--- src/rftx_cfg_regs.svh ---
// Register indices, field positions, bus offsets and reset values of the transmitter configuration port.
`ifndef RFTX_CFG_REGS_SVH
`define RFTX_CFG_REGS_SVH
// ****************************************
// Serial register indices
// ****************************************
`define RFTX_IDX_CTRL 3'h0
`define RFTX_IDX_UP_HI 3'h1
`define RFTX_IDX_UP_LO 3'h2
`define RFTX_IDX_LO_HI 3'h3
`define RFTX_IDX_LO_LO 3'h4
`define RFTX_NUM_REGS 5
`define RFTX_CFG_RESET 8'h00
// ****************************************
// Control register fields
// ****************************************
`define RFTX_CTRL_FSK 0
`define RFTX_CTRL_SRC_LSB 1
`define RFTX_CTRL_DIV_LSB 3
// Serial frame: top address bit set means read.
`define RFTX_ADDR_RD_BIT 7
// ****************************************
// Bus byte offset and status word bit positions
// ****************************************
`define RFTX_AHB_STATUS 8'h14
`define RFTX_ST_ENABLE 0
`define RFTX_ST_OVF 1
`define RFTX_ST_SELECT 2
`define RFTX_ST_LVL_LSB 4
`endif

--- src/rftx_pkg.sv ---
// Types shared by the transmitter configuration port.
package rftx_pkg;
	// Receive sequencer states.
	typedef enum logic [1:0] {
		RFTX_IDLE = 2'b00,
		RFTX_ADDR = 2'b01,
		RFTX_WDATA = 2'b10,
		RFTX_RDATA = 2'b11
	} rftx_state_t;
	// Source on the general-purpose output.
	typedef enum logic [1:0] {
		RFTX_SRC_READBACK = 2'b00,
		RFTX_SRC_CLOCK = 2'b01,
		RFTX_SRC_MODDATA = 2'b10,
		RFTX_SRC_LOW = 2'b11
	} rftx_src_t;
	// One received write: register index and byte.
	typedef struct packed {
		logic [7:0] addr;
		logic [7:0] data;
	} rftx_frame_t;
endpackage

--- src/rftx_serial_config_port.sv ---
// Serial configuration port, keying and clock output logic of the transmitter.
`timescale 1ns/1ps
`default_nettype none
`include "rftx_cfg_regs.svh"
// Notes on behaviour
// Select is active low; clock and data count only while select is low.
// Serial data is sampled on each rising serial clock edge.
// Host keeps serial clock low at select fall and at select rise.
// Host keeps serial clock low briefly after select rises.
// Readback output changes after each falling serial clock edge.
// Readback output is driven valid once select falls, before any clock edge.
// Serial clock and data read low when undriven.
// Enable high runs normally; low or floating means standby.
// Modulation input keys ASK or FSK as the control register chooses.
// General output picks readback, clock, modulation echo or low.
// Clock output is the reference divided by one, two, four or eight.
// ASK mode transmits on the lower frequency pair.
// FSK mode picks upper or lower pair from the modulation input.
// Control bit 0 FSK, bits 2:1 output source, bits 4:3 divider; reset zero.
module rftx_serial_config_port #(
	parameter int BUF_DEPTH = 2
) (
	input wire logic mclk,
	input wire logic rst,
	input wire logic hsel,
	input wire logic [31:0] haddr,
	input wire logic [1:0] htrans,
	input wire logic hwrite,
	input wire logic [2:0] hsize,
	input wire logic [31:0] hwdata,
	input wire logic hready,
	output logic [31:0] hrdata,
	output logic hreadyout,
	output logic hresp,
	input wire logic selectN,
	input wire logic sclk,
	input wire logic serialIn,
	input wire logic enablePin,
	input wire logic modDataIn,
	input wire logic xtalRef,
	output logic generalOutPin,
	output logic [15:0] txFreqWord,
	output logic paKeyOn,
	output logic standby
);
	// ****************************************
	// Parameter check
	// ****************************************
	// The pointers wrap by bit width, so only powers of two are served.
	if (BUF_DEPTH < 2 || (BUF_DEPTH & (BUF_DEPTH - 1)) != 0) begin : gBadDepth
		$error("BUF_DEPTH must be a power of two of at least two.");
	end
	localparam int PW = $clog2(BUF_DEPTH);

	// ****************************************
	// Declarations
	// ****************************************
	logic [7:0] cfg_r [`RFTX_NUM_REGS];
	rftx_pkg::rftx_frame_t buf_r [BUF_DEPTH];
	logic [PW-1:0] wrPtr_r, rdPtr_r;
	logic [PW:0] level_r;
	rftx_pkg::rftx_state_t state_r;
	logic sclkPrev_r, selPrevN_r, refPrev_r;
	logic [2:0] bitCnt_r;
	logic [7:0] shiftIn_r, addr_r, rbShift_r;
	logic readback_r, ovf_r;
	logic [2:0] refCnt_r;
	logic refSample_r;
	logic dValid_r, dWrite_r;
	logic [7:0] dAddr_r;
	logic [31:0] hrdata_r;
	logic generalOut_r, paKey_r, standby_r;
	logic [15:0] txFreq_r;

	// Index decode shared by serial readback and bus reads.
	function automatic logic [7:0] readReg(input logic [7:0] idx);
		readReg = 8'h00;
		if (idx < `RFTX_NUM_REGS) begin
			readReg = cfg_r[idx[2:0]];
		end
	endfunction

	// ****************************************
	// Serial edge detection
	// ****************************************
	// Pull-ups and pull-downs sit in the pads, so an open select reads high
	// and open clock and data read low here.
	wire selActive = ~selectN;
	wire selFall = selActive & selPrevN_r;
	wire sclkRise = selActive & sclk & ~sclkPrev_r;
	wire sclkFall = selActive & ~sclk & sclkPrev_r;
	wire [7:0] byteIn = {shiftIn_r[6:0], serialIn};
	wire byteDone = sclkRise & (bitCnt_r == 3'h7);
	wire isRead = byteIn[`RFTX_ADDR_RD_BIT];
	wire [7:0] nextIdx = addr_r + 8'h01;

	// Input history for edge detection.
	always_ff @(posedge mclk) begin
		if (rst) begin
			sclkPrev_r <= 1'b0;
			selPrevN_r <= 1'b1;
		end else begin
			sclkPrev_r <= sclk;
			selPrevN_r <= selectN;
		end
	end

	// ****************************************
	// Receive sequencer
	// ****************************************
	// A frame is an address byte then data bytes; the index steps per byte.
	// The host parks the clock low around select edges, so no edge is
	// mistaken at either end of a frame.
	always_ff @(posedge mclk) begin
		if (rst || !selActive) begin
			state_r <= rftx_pkg::RFTX_IDLE;
			bitCnt_r <= 3'h0;
			shiftIn_r <= 8'h00;
			addr_r <= 8'h00;
		end else if (selFall) begin
			state_r <= rftx_pkg::RFTX_ADDR;
			bitCnt_r <= 3'h0;
		end else if (sclkRise) begin
			shiftIn_r <= byteIn;
			bitCnt_r <= bitCnt_r + 3'h1;
			if (byteDone) begin
				unique case (state_r)
					rftx_pkg::RFTX_ADDR: begin
						addr_r <= {1'b0, byteIn[6:0]};
						state_r <= isRead ? rftx_pkg::RFTX_RDATA : rftx_pkg::RFTX_WDATA;
					end
					rftx_pkg::RFTX_WDATA, rftx_pkg::RFTX_RDATA: begin
						addr_r <= nextIdx;
					end
					rftx_pkg::RFTX_IDLE: begin
						state_r <= rftx_pkg::RFTX_IDLE;
					end
				endcase
			end
		end
	end

	// ****************************************
	// Readback shifter
	// ****************************************
	wire loadFirst = byteDone && state_r == rftx_pkg::RFTX_ADDR && isRead;
	wire loadNext = byteDone && state_r == rftx_pkg::RFTX_RDATA;
	wire [7:0] firstByte = readReg({1'b0, byteIn[6:0]});
	wire [7:0] nextByte = readReg(nextIdx);

	// The output is cleared at select fall so it is valid before any edge,
	// and moves only on falling edges so the host samples it on rising ones.
	always_ff @(posedge mclk) begin
		if (rst || !selActive) begin
			rbShift_r <= 8'h00;
			readback_r <= 1'b0;
		end else if (selFall) begin
			readback_r <= 1'b0;
		end else if (loadFirst) begin
			rbShift_r <= firstByte;
		end else if (loadNext) begin
			rbShift_r <= nextByte;
		end else if (sclkFall) begin
			readback_r <= rbShift_r[7];
			rbShift_r <= {rbShift_r[6:0], 1'b0};
		end
	end

	// ****************************************
	// Two-entry write buffer
	// ****************************************
	wire pushReq = byteDone && state_r == rftx_pkg::RFTX_WDATA;
	wire bufReady = (level_r != (PW+1)'(BUF_DEPTH));
	wire bufValid = (level_r != '0);
	wire push = pushReq & bufReady;
	wire [7:0] busIdx = dAddr_r >> 2;
	wire busCfgWr = dValid_r & dWrite_r & (busIdx < `RFTX_NUM_REGS);
	// A bus write to a configuration register owns the register port for its cycle and stalls the drain.
	wire drainReady = ~busCfgWr;
	wire pop = bufValid & drainReady;
	rftx_pkg::rftx_frame_t head;
	assign head = buf_r[rdPtr_r];

	// Buffer storage and pointers.
	always_ff @(posedge mclk) begin
		if (rst) begin
			wrPtr_r <= '0;
			rdPtr_r <= '0;
			level_r <= '0;
		end else begin
			if (push) begin
				buf_r[wrPtr_r] <= '{addr: addr_r, data: byteIn};
				wrPtr_r <= wrPtr_r + 1'b1;
			end
			if (pop) begin
				rdPtr_r <= rdPtr_r + 1'b1;
			end
			level_r <= level_r + (PW+1)'(push) - (PW+1)'(pop);
		end
	end

	// ****************************************
	// Configuration registers
	// ****************************************
	// The serial link cannot be held off, so a byte that meets a full
	// buffer is dropped and flagged; a new drop beats a clear.
	wire statusWr = dValid_r & dWrite_r & (dAddr_r == `RFTX_AHB_STATUS);
	wire ovfClr = statusWr & hwdata[`RFTX_ST_OVF];

	// Bus writes first, then drained serial writes; out-of-range drops.
	always_ff @(posedge mclk) begin
		if (rst) begin
			for (int i = 0; i < `RFTX_NUM_REGS; i++) begin
				cfg_r[i] <= `RFTX_CFG_RESET;
			end
			ovf_r <= 1'b0;
		end else begin
			if (busCfgWr) begin
				cfg_r[busIdx[2:0]] <= hwdata[7:0];
			end else if (pop && head.addr < `RFTX_NUM_REGS) begin
				cfg_r[head.addr[2:0]] <= head.data;
			end
			ovf_r <= (pushReq & ~bufReady) | (ovf_r & ~ovfClr);
		end
	end

	// ****************************************
	// Reference divider
	// ****************************************
	wire [7:0] ctrl = cfg_r[`RFTX_IDX_CTRL];
	wire modeFsk = ctrl[`RFTX_CTRL_FSK];
	wire [1:0] divSel = ctrl[`RFTX_CTRL_DIV_LSB +: 2];
	rftx_pkg::rftx_src_t srcSel;
	assign srcSel = rftx_pkg::rftx_src_t'(ctrl[`RFTX_CTRL_SRC_LSB +: 2]);
	wire refRise = xtalRef & ~refPrev_r;
	// Divide by one passes the sampled reference; each counter bit halves it.
	wire clockOut = (divSel == 2'h0) ? refSample_r : refCnt_r[divSel - 2'h1];

	// Reference edge counter; it stops in standby.
	always_ff @(posedge mclk) begin
		if (rst) begin
			refPrev_r <= 1'b0;
			refSample_r <= 1'b0;
			refCnt_r <= 3'h0;
		end else begin
			refPrev_r <= xtalRef;
			refSample_r <= xtalRef;
			if (refRise && enablePin) begin
				refCnt_r <= refCnt_r + 3'h1;
			end
		end
	end

	// ****************************************
	// Keying and output selection
	// ****************************************
	wire [15:0] upperWord = {cfg_r[`RFTX_IDX_UP_HI], cfg_r[`RFTX_IDX_UP_LO]};
	wire [15:0] lowerWord = {cfg_r[`RFTX_IDX_LO_HI], cfg_r[`RFTX_IDX_LO_LO]};
	// ASK always uses the lower pair, FSK steers on the data level.
	wire [15:0] freqNxt = (modeFsk & modDataIn) ? upperWord : lowerWord;
	// ASK gates the carrier with the data; FSK keeps it on.
	wire keyNxt = enablePin & (modeFsk | modDataIn);
	logic outNxt;
	// Output source mux; only the clock source is gated by standby.
	always_comb begin
		unique case (srcSel)
			rftx_pkg::RFTX_SRC_READBACK: outNxt = readback_r;
			rftx_pkg::RFTX_SRC_CLOCK: outNxt = clockOut & enablePin;
			rftx_pkg::RFTX_SRC_MODDATA: outNxt = modDataIn;
			rftx_pkg::RFTX_SRC_LOW: outNxt = 1'b0;
		endcase
	end

	// Registered transmitter and pin outputs.
	always_ff @(posedge mclk) begin
		if (rst) begin
			txFreq_r <= 16'h0000;
			paKey_r <= 1'b0;
			standby_r <= 1'b1;
			generalOut_r <= 1'b0;
		end else begin
			txFreq_r <= freqNxt;
			paKey_r <= keyNxt;
			standby_r <= ~enablePin;
			generalOut_r <= outNxt;
		end
	end

	// ****************************************
	// Bus slave
	// ****************************************
	wire addrPhase = hsel & hready & htrans[1];
	wire [7:0] rdIdx = haddr[7:0] >> 2;
	wire [31:0] statusWord = {26'h0, level_r[1:0] & 2'(level_r), 1'b0,
		selActive, ovf_r, enablePin};
	// Read data is fetched in the address phase so it leaves a flip-flop.
	// Only the lowest page decodes, so an alias of the status word reads zero.
	wire lowPage = (haddr[31:8] == 24'h0);
	wire [31:0] rdNxt = !lowPage ? 32'h0 : (haddr[7:0] == `RFTX_AHB_STATUS) ? statusWord :
		(haddr[1:0] == 2'h0) ? {24'h0, readReg(rdIdx)} : 32'h0;

	// Address phase capture and read data.
	always_ff @(posedge mclk) begin
		if (rst) begin
			dValid_r <= 1'b0;
			dWrite_r <= 1'b0;
			dAddr_r <= 8'h00;
			hrdata_r <= 32'h0;
		end else begin
			dValid_r <= addrPhase & (haddr[31:8] == 24'h0);
			dWrite_r <= hwrite;
			dAddr_r <= haddr[7:0];
			if (addrPhase && !hwrite) begin
				hrdata_r <= rdNxt;
			end
		end
	end

	// The slave never waits and never errors.
	assign hreadyout = 1'b1;
	assign hresp = 1'b0;
	assign hrdata = hrdata_r;
	assign generalOutPin = generalOut_r;
	assign txFreqWord = txFreq_r;
	assign paKeyOn = paKey_r;
	assign standby = standby_r;
endmodule
`default_nettype wire

--- config.mk ---
export PLATFORM = sky130hd
export DESIGN_NAME = rftx_serial_config_port
export DESIGN_NICKNAME = d
export VERILOG_FILES = /design/src/rftx_pkg.sv /design/src/rftx_serial_config_port.sv
export VERILOG_INCLUDE_DIRS = /design/src
export SDC_FILE = /design/constraint.sdc
export NUM_CORES = 1
export LEC_CHECK = 0
export ABC_AREA = 1
export BUFFER_PORTS_ARGS = -buffer_cell sky130_fd_sc_hd__buf_2
export CAP_MARGIN = 20
export CORE_MARGIN = 2
export CORE_UTILIZATION = 58
export DETAILED_ROUTE_END_ITERATION = 8
export GPL_TIMING_DRIVEN = 0
export PLACE_DENSITY_LB_ADDON = 0.15
export SYNTH_ARGS = -nofsm -noshare
export SYNTH_HDL_FRONTEND = slang
export SYNTH_SLANG_ARGS = --single-unit
--- constraint.sdc ---
create_clock -name mclk -period 4.2 [get_ports mclk]
set_clock_uncertainty 0.2 [all_clocks]
set_input_delay 0.42 -clock mclk [delete_from_list [all_inputs] [get_ports mclk]]
set_output_delay 0.42 -clock mclk [all_outputs]
set_load 0.01 [all_outputs]
; Word-level counts from Yosys, hierarchy flattened
; Memories as Yosys holds them, arrays and structs flattened. A register that Yosys moved wholly into a read port is not among the register bits.
; Index checks and enable logic that the tools add are counted.
[totals]
reg_bits = 101
ramBits = 72
in_bits = 80
output_inout_bits = 53
wordCells = 155
mem_count = 2
[memory_table]
columns = name, words, width, read_ports, rd_ports_with_merged_regs, write_ports, line
row1 = cfg_r, 5, 8, 8, 0, 5, rftx_serial_config_port.sv:58  ; logic [7:0] cfg_r [`RFTX_NUM_REGS];
row2 = buf_r, 2, 16, 1, 1, 1, rftx_serial_config_port.sv:59  ; rftx_pkg::rftx_frame_t buf_r [BUF_DEPTH];
[classes]
addsub = 8
magnitude_cmp = 6
eq_ne = 10
n_mux = 40
bitwise_logic = 35
reduce_logical = 31
[op_table]
columns = op, n
row1 = $mux W8, 11
row2 = $logic_not A24 Y1, 1
row3 = $mux W1, 22
row4 = $and A1 B1 Y1, 21
row5 = $eq A8 B5 Y1 const B, 2
row6 = $lt A8 B3 Y1 const B, 2
row7 = $mux W16, 1
row8 = $pmux W8 S2, 1
row9 = $reduce_or A8 Y1, 2
row10 = $lt A6 B3 Y1 const B, 2
row11 = $not A1 Y1, 11
row12 = $reduce_bool A2 Y1, 5
row13 = $reduce_and A3 Y1, 3
row14 = $add A8 B1 Y8 const B, 1
row15 = $eq A2 B2 Y1 const B, 4
row16 = $logic_not A2 Y1, 4
row17 = $logic_and A1 B1 Y1, 7
row18 = $lt A7 B3 Y1 const B, 1
row19 = $add A3 B1 Y3 const B, 2
row20 = $mux W3, 2
row21 = $reduce_bool A3 Y1, 2
row22 = $eq A2 B1 Y1 const B, 2
row23 = $pmux W1 S4, 1
row24 = $pmux W2 S2, 1
row25 = other kinds (15), 19

; Logic depth before layout (Yosys ltp)
; Gate-level depths: netlist of the first run.
[depth]
word_depth = 11
depth_mapped = 14
mapped_depth_nobuf = 13

; Worst setup path before layout of the first run
; No wires, ideal clock.
[synth_timing]
path_type = register to register
start = register bitCnt_r[0]
end = memory buf_r[1][0] (netlist bit) (enable)
setup_time_ps = 409
arrival_ps = 2348
t_required_ps = 3591
path_slack_ps = 1242
stages_incl_launch_ff = 9
n_path_buf = 0
cell_sequence = dfxtp_1 -> ha_1 -> ha_1 -> inv_1 -> nor2_1 -> nand3_1 -> a21oi_1 -> inv_1 -> nor3_1
[synth_via]
elab_chain_cells = 7
[synth_lines]
columns = item, line
row1 = from (decl), rftx_serial_config_port.sv:64  ; logic [2:0] bitCnt_r;
row2 = from (signal assigned), rftx_serial_config_port.sv:125  ; bitCnt_r <= bitCnt_r + 3'h1;
row3 = $eq A3 B3 Y1, rftx_serial_config_port.sv:93  ; wire byteDone = sclkRise & (bitCnt_r == 3'h7);
row4 = $and A1 B1 Y1, rftx_serial_config_port.sv:93
row5 = $logic_and A1 B1 Y1, rftx_serial_config_port.sv:172  ; wire pushReq = byteDone && state_r == rftx_pkg::RFTX_WDATA;
row6 = $and A1 B1 Y1, rftx_serial_config_port.sv:175  ; wire push = pushReq & bufReady;
row7 = $mux W1, rftx_serial_config_port.sv:191  ; if (push) begin
row8 = $mux W1, rftx_serial_config_port.sv:186  ; if (rst) begin
row9 = $mux W1 (not written as such), rftx_serial_config_port.sv:192  ; buf_r[wrPtr_r] <= '{addr: addr_r, data: byteIn};
row10 = to (decl), rftx_serial_config_port.sv:59
; Every way passes these cells.

==> out/metrics.csv, run 1 <==
stage,metric,value,unit
timing,Final Setup Violations,0,
floorplanning,number of I/O pins,133,
detailed_routing,total wire length,25600,um
critical_path,critical path capture point type,flip-flop,
placement,dpl cells,1439,
detailed_routing,DRC,0,
floorplanning,die area,16400,sq um
global_route,first-pass GRT wire length,39400,um
critical_path,worst setup path end,cfg_r[5][0]$_DFFE_PP_,
detailed_routing,Pre-antenna DRT Iters,6,
timing,RSZ-0062 raised after global routing,false,
critical_path,WP data arrival,2.84,ns
power,Power per Cell Area,352,nW/um^2
synthesis,mean post-synth cell area,7.91,sq um
clock_tree,htree depth,4,
global_route,GRT Overall Usage,31.9,%
power,cell leakage power,4.58,nW
timing,slew margin rel.,31.5,%
synthesis,"FF+latch count, synth",174,
detailed_routing,Metal-1 WL,10200,um
synthesis,Yosys top cell area share,32.3,%
timing,Final Cycle Share,69.3,%
layout,area grow syn2layout,15.4,%
synthesis,post-synthesis cell type with the largest combined area,edfxtp_1,
floorplanning,initial core utilization,59.1,%
min_path,Hold WC Path Type,in2reg,
synthesis,"Cell Area, Synth",8920,sq um
detailed_routing,top routing layer in use,met5,
layout,Fill cells,1252,
clock_tree,Worst-path clk slew,0.07,ns
detailed_routing,Initial DRC Count,964,
layout,share of cells above drive strength 1,13.4,%
timing,Fmax achieved,344,MHz
critical_path,CP required,4.13,ns
synthesis,post-synthesis sequential area ratio,49.8,%
clock_tree,Post-CTS Setup Repair Bufs,0,
clock_tree,Clock Sinks,174,
global_route,vias in the first global route,7372,
critical_path,Startpoint Class,flip-flop,
timing,Max Transition Viols Final,0,
layout,fin nets,1362,
synthesis,Synth cell types,46,
detailed_routing,via density per instance,5.56,
detailed_routing,via count,8197,
critical_path,WS Path Type,reg2reg,
synthesis,Most used DFF post-synth,edfxtp_1,
synthesis,"EDFF count, synth",96,
floorplanning,Row Count,45,
power,Peak VDD IR,0.000292,V
global_route,largest net degree at the start of global routing,17,
placement,GP Congestion,0.981,
clock_tree,CTS root buffer,clkbuf_16,
synthesis,Synth warnings,0,
synthesis,asr flop ratio synth,0,%
clock_tree,worst skew pair latency,0.44,ns
layout,Post-Layout Cell Count,1475,
run,Max Cap Violations,0,
timing,setup_tns,0,ns
clock_tree,CTS buffer count,17,
placement,dpl hpwl,18900,um
global_route,total grt overflow,0,
timing,Min Hold Slack,0.00318,ns
clock_tree,CTS Buffer Depth,2,
detailed_routing,metal2 WL,11400,um
timing,Final min period,2.91,ns
critical_path,Worst Path Max Fanout,10,
global_route,number of antenna violations at the first check in global routing,1,
critical_path,Reg2Reg Depth,8,
layout,# diodes,0,
outcome,status,"complete, no violations",
floorplanning,Die X,128,um
detailed_routing,DR WL met3,3000,um
synthesis,Cells after Synth,1127,
detailed_routing,DR WL/cell,17.4,um
placement,port bufs,74,
clock_tree,CTS tree,built,
synthesis,most frequent cells after synthesis,"nand2_1 (241), nor2_1 (142), inv_1 (114)",
critical_path,reg2reg end,cfg_r[5][0]$_DFFE_PP_,
floorplanning,core area,15100,sq um
detailed_routing,Antenna Nets Post-Route,0,
timing,final hold viol count,0,
floorplanning,die extent in y,128,um
critical_path,Reg2Reg Setup Slack,1.29,ns
timing,Worst Tran Pin Value,1.02,ns
synthesis,"top cells by area, synth","edfxtp_1 (32%), dfxtp_1 (18%), nand2_1 (10%)",
synthesis,most used standard cell by instance count after synthesis,nand2_1,
layer usage:
metal / vias to the layer above / global-route usage (%)
li1: 3959 / -
met1: 3639 / 41.2
met2: 516 / 50.0
met3: 81 / 9.60
met4: 2 / 14.3
met5: - / 0
power by group:
| group | switching (mW) | internal (mW) | total (mW) |
|---|---|---|---|
| combinational | 0.194 | 0.101 | 0.295 |
| sequential | 0.0379 | 1.84 | 1.88 |
| clock | 0.685 | 0.765 | 1.45 |
layout make-up:
| cell class | count | area [sq um] | share of cell area (%) |
|---|---|---|---|
| Buffer | 69 | 378 | 3.67 |
| Clock buffer | 21 | 440 | 4.28 |
| Clock inverter | 11 | 80.1 | 0.778 |
| Inverter | 121 | 454 | 4.41 |
| Multi-Input combinational cell | 811 | 3830 | 37.2 |
| Sequential cell | 174 | 4440 | 43.2 |
| Tap cell | 188 | 235 | 2.29 |
| Timing Repair Buffer | 80 | 429 | 4.17 |
timing repair:
action | in CTS | in global routing
gates resized for setup | 0 | 0
hold buffers | 4 | 0
hold endpoints to repair | 4 | 0
placed cells by master, fill, tap and decap left out, types with 2 or more instances in the layout:
master and n:
a21oi_1 106, a31oi_1 3, and2_0 2, buf_1 5
buf_2 76, buf_4 28, buf_6 3, clkbuf_1 37
clkbuf_16 17, clkinv_1 5, conb_1 50, dfxtp_1 78
dlygate4sd3_1 4, edfxtp_1 96, ha_1 8, inv_1 114
inv_2 2, inv_4 6, inv_6 2, nand2_1 241
nand2_2 6, nand2_4 5, nand3_1 77, nand3b_1 4
nand4_1 2, nor2_1 142, nor2_2 2, nor2_4 5
nor3_1 6, o211ai_1 15, o21ai_0 89, o21ai_1 9
o221ai_1 4, o22ai_1 4, or2_2 12, xor2_1 4
state kept, by name, summed over array words and instances (netlist names), 7 cells and up, named ones only:
| signal | flops |
|---|---|
| addr_r | 8 |
| buf_r | 32 |
| cfg_r | 64 |
| dAddr_r | 8 |
| hrdata | 8 |
| rbShift_r | 8 |
| shiftIn_r | 7 |
| txFreqWord | 16 |
logic make-up (layout without fill, tap and decap cells):
group / count (synthesis) / after routing / synth area share (%)
AO/OA/AOI/OAI: 241 / 241 / 14.7
XOR/XNOR: 4 / 4 / 0.393
adder cells (fa/ha/maj): 8 / 8 / 1.12
buffers and inverters: 190 / 302 / 9.33
flip-flops: 174 / 174 / 49.8
other: 2 / 50 / 0.0842
AND/OR/NAND/NOR: 508 / 508 / 24.6
how the worst min path moves through the flow:
stage	start	end	slack, ns	cells after the start
after floorplan	rdPtr_r$_SDFFE_PP0N_	flip-flop	0.23	1
after global placement	rdPtr_r$_SDFFE_PP0N_	rdPtr_r$_SDFFE_PP0N_	0.24	1
after detailed placement	rdPtr_r$_SDFFE_PP0N_	flip-flop	0.25	1
after CTS	xtalRef	refSample_r$_SDFF_PP0_	0.002	3
after global routing	sclk	sclkPrev_r$_SDFF_PP0_	0.005	3
final	xtalRef	refSample_r$_SDFF_PP0_	0.003	3
stage by stage:
| stage | total power, mW | cell area, sq um | utilization [%] | setup slack, ns |
|---|---|---|---|---|
| floorplan | 2.09 | 9100 | - | 1.24 |
| global placement | 2.19 | 9700 | 64.3 | 0.0419 |
| detailed placement | 2.19 | 9730 | 64.5 | 1.15 |
| CTS | 3.61 | 10300 | 68.2 | 1.35 |
| global route | 3.73 | 10300 | 68.2 | 1.07 |
| finish | 3.62 | 10300 | 68.2 | 1.29 |
worst max-delay path, cell delays in order, from the launching register on:
cell      delay (ns)
dfxtp_1         0.37
buf_4           0.21
nor2_1          0.09
nand3b_1        0.18
a21oi_4         0.31
nand2_4         0.10
buf_6           0.15
o21ai_1         0.79
inv_1           0.19
Power figures use the tool's default switching activity.
==> inputs of run 2 (changes only) <==
- clock period: 4.2 -> 2.7 ns (I/O delays scaled with it)
==> run 2 against run 1 <==
Global-route usage grew 1.0 points. Clock-buffer cell count grew 2. Sequential cell count is the same. First-iteration DRC count grew 41%. Hold slack gained 0.019 ns. Core utilization grew 1.6 points. Maximum frequency grew 12%. Wire length grew 3.6%. Sequential share of layout area shrank 0.98 points. Sequential power grew 56%. Die area is the same. Via count grew 3.0%.
==> out/metrics.csv, run 2 (synthesized netlist as in run 1, its figures left out) <==
stage,metric,value,unit
layout,Largest register FFs,64,
floorplanning,Row Count,45,
timing,slew margin rel.,47.7,%
detailed_routing,via density per instance,5.67,
power,P_int,4.28,mW
layout,share of cells above drive strength 1,15.0,%
clock_tree,Clock Sinks,174,
placement,port bufs,74,
detailed_routing,Pre-antenna DRT Iters,7,
timing,Final Cycle Share,95.9,%
layout,Top reg by flops,cfg_r,
placement,dpl hpwl,18700,um
power,Peak VDD IR,0.000436,V
floorplanning,initial core utilization,59.1,%
detailed_routing,Initial DRC Count,1361,
detailed_routing,DRC,0,
global_route,GRT Overall Usage,33.0,%
critical_path,WP data arrival,2.54,ns
placement,dpl cells,1439,
clock_tree,CTS root buffer,clkbuf_16,
critical_path,cell family with most CP delay,simple AND/OR/NAND/NOR gates,
layout,# diodes,0,
power,Comb power frac,8.5,%
critical_path,Most common cell on crit path,buf_4,
clock_tree,htree depth,4,
clock_tree,CTS Buffer Depth,2,
timing,final hold viol count,0,
global_route,largest net degree at the start of global routing,17,
detailed_routing,via count,8441,
outcome,status,"complete, no violations",
power,clock share of power,40.2,%
layout,Post-Layout Cell Count,1488,
power,Flop pwr share,51.3,%
clock_tree,Worst-path clk slew,0.07,ns
layout,"commonest non-fill, non-tap cell in the layout",nand2_1,
layout,Fill cells,1244,
timing,Final min period,2.59,ns
critical_path,Worst Path Max Fanout,10,
critical_path,WS Path Type,reg2reg,
power,Power per Cell Area,541,nW/um^2
clock_tree,worst skew pair latency,0.45,ns
power,switching share of power,24.9,%
critical_path,critical path capture point type,flip-flop,
min_path,Hold WC Path Type,in2reg,
detailed_routing,Antenna Nets Post-Route,0,
timing,Final Setup Violations,0,
layout,most frequent cells in the layout,"nand2_1 (237), nor2_1 (139), inv_1 (114)",
floorplanning,core area,15100,sq um
placement,placed cell areas,9730,sq um
detailed_routing,DR WL/cell,17.8,um
power,Final Power,5.70,mW
detailed_routing,total wire length,26500,um
clock_tree,CTS buffer count,17,
timing,setup_tns,0,ns
layout,area grow syn2layout,18.1,%
floorplanning,number of I/O pins,133,
floorplanning,die area,16400,sq um
power,cell leakage power,4.69,nW
power,P_sw,1.42,mW
timing,setup ws final,0.110,ns
critical_path,Crit path buffers/inverters,3,
critical_path,CP required,2.65,ns
layout,"Design Area, Final",10500,sq um
global_route,total grt overflow,0,
global_route,first-pass GRT wire length,40600,um
timing,Fmax achieved,386,MHz
timing,Worst Tran Pin Value,0.784,ns
critical_path,Slowest Stage Delay on Critical Path,0.40,ns
layout,fin nets,1375,
critical_path,Startpoint Class,flip-flop,
critical_path,"Slowest-stage cell, CP",dfxtp_2,
placement,pre-CTS setup slack,-0.288,ns
run,Max Cap Violations,0,
floorplanning,Die X,128,um
critical_path,critical path cell sequence,buf_4 -> nor2_1 -> nand3b_1 -> nand2_1 -> nand3_1 -> nor2_4 -> buf_4 -> or2_2 -> o21ai_1 -> inv_1,
global_route,number of antenna violations at the first check in global routing,0,
floorplanning,die extent in y,128,um
global_route,vias in the first global route,7499,
placement,GP Congestion,1.00,
timing,Max Transition Viols Final,0,
clock_tree,CTS tree,built,
[run 2: path summary, 6_finish.rpt]
check	startpoint	end	slack [ns]	depth (start not counted)
max	flip-flop	cfg_r[7][2]$_DFFE_PP_	0.11	10
min	hwdata[1]	ovf_r$_SDFF_PP0_	0.02	4
max reg2reg	flip-flop	cfg_r[7][2]$_DFFE_PP_	0.11	10
min reg2reg	rdPtr_r$_SDFFE_PP0N_	flip-flop	0.26	1
[run 2: area by class of cell]
type	count	area, sq um	share of cell area [%]
Timing Repair Buffer	93	552	5.24
Tap cell	188	235	2.23
Sequential cell	174	4450	42.2
Buffer	69	380	3.61
Clock inverter	9	61.3	0.582
Multi-Input combinational cell	811	3930	37.3
Inverter	121	454	4.31
Clock buffer	23	478	4.54
[run 2: stage by stage]
| stage | utilization, % | hold slack [ns] |
|---|---|---|
| global route | 69.8 | 0.0392 |
| detailed placement | 64.5 | 0.239 |
| floorplan | - | 0.160 |
| CTS | 69.2 | 0.0199 |
| finish | 69.8 | 0.0223 |
| global placement | 64.3 | 0.238 |
[run 2: metal layers]
layer  global-route usage (%)  up-vias  share of wire, %
met5                        0        -                 0
li1                         -     3986                 -
met4                     15.0        0               4.3
met3                     7.76      104                12
met2                     51.6      598                44
met1                     43.9     3753                39
[run 2: timing repair]
item / in CTS / in global routing
hold buffers: 14 / 0
resized for setup: 10 / 20
endpoints found under the setup margin: 49 / 90
pin swaps: 0 / 1
setup buffers: 0 / 3
endpoints found under the hold margin: 16 / 0
[run 2: worst reg2reg max path: cells and delay by family (launching register included)]
family                 cells  cell delay, ns
AND/OR/NAND/NOR            6            0.78
buffers and inverters      3            0.51
flip-flops                 1            0.40
AO/OA/AOI/OAI              1            0.39
[run 2: power by group through the flow]
stage | Combinational [mW] | Clock (mW) | Sequential (mW)
after global routing | 0.529 | 2.39 | 2.93
after global placement | 0.433 | 0 | 2.98
final | 0.487 | 2.29 | 2.93
after detailed placement | 0.437 | 0 | 2.98
after CTS | 0.460 | 2.28 | 2.92
after floorplan | 0.285 | 0 | 2.96
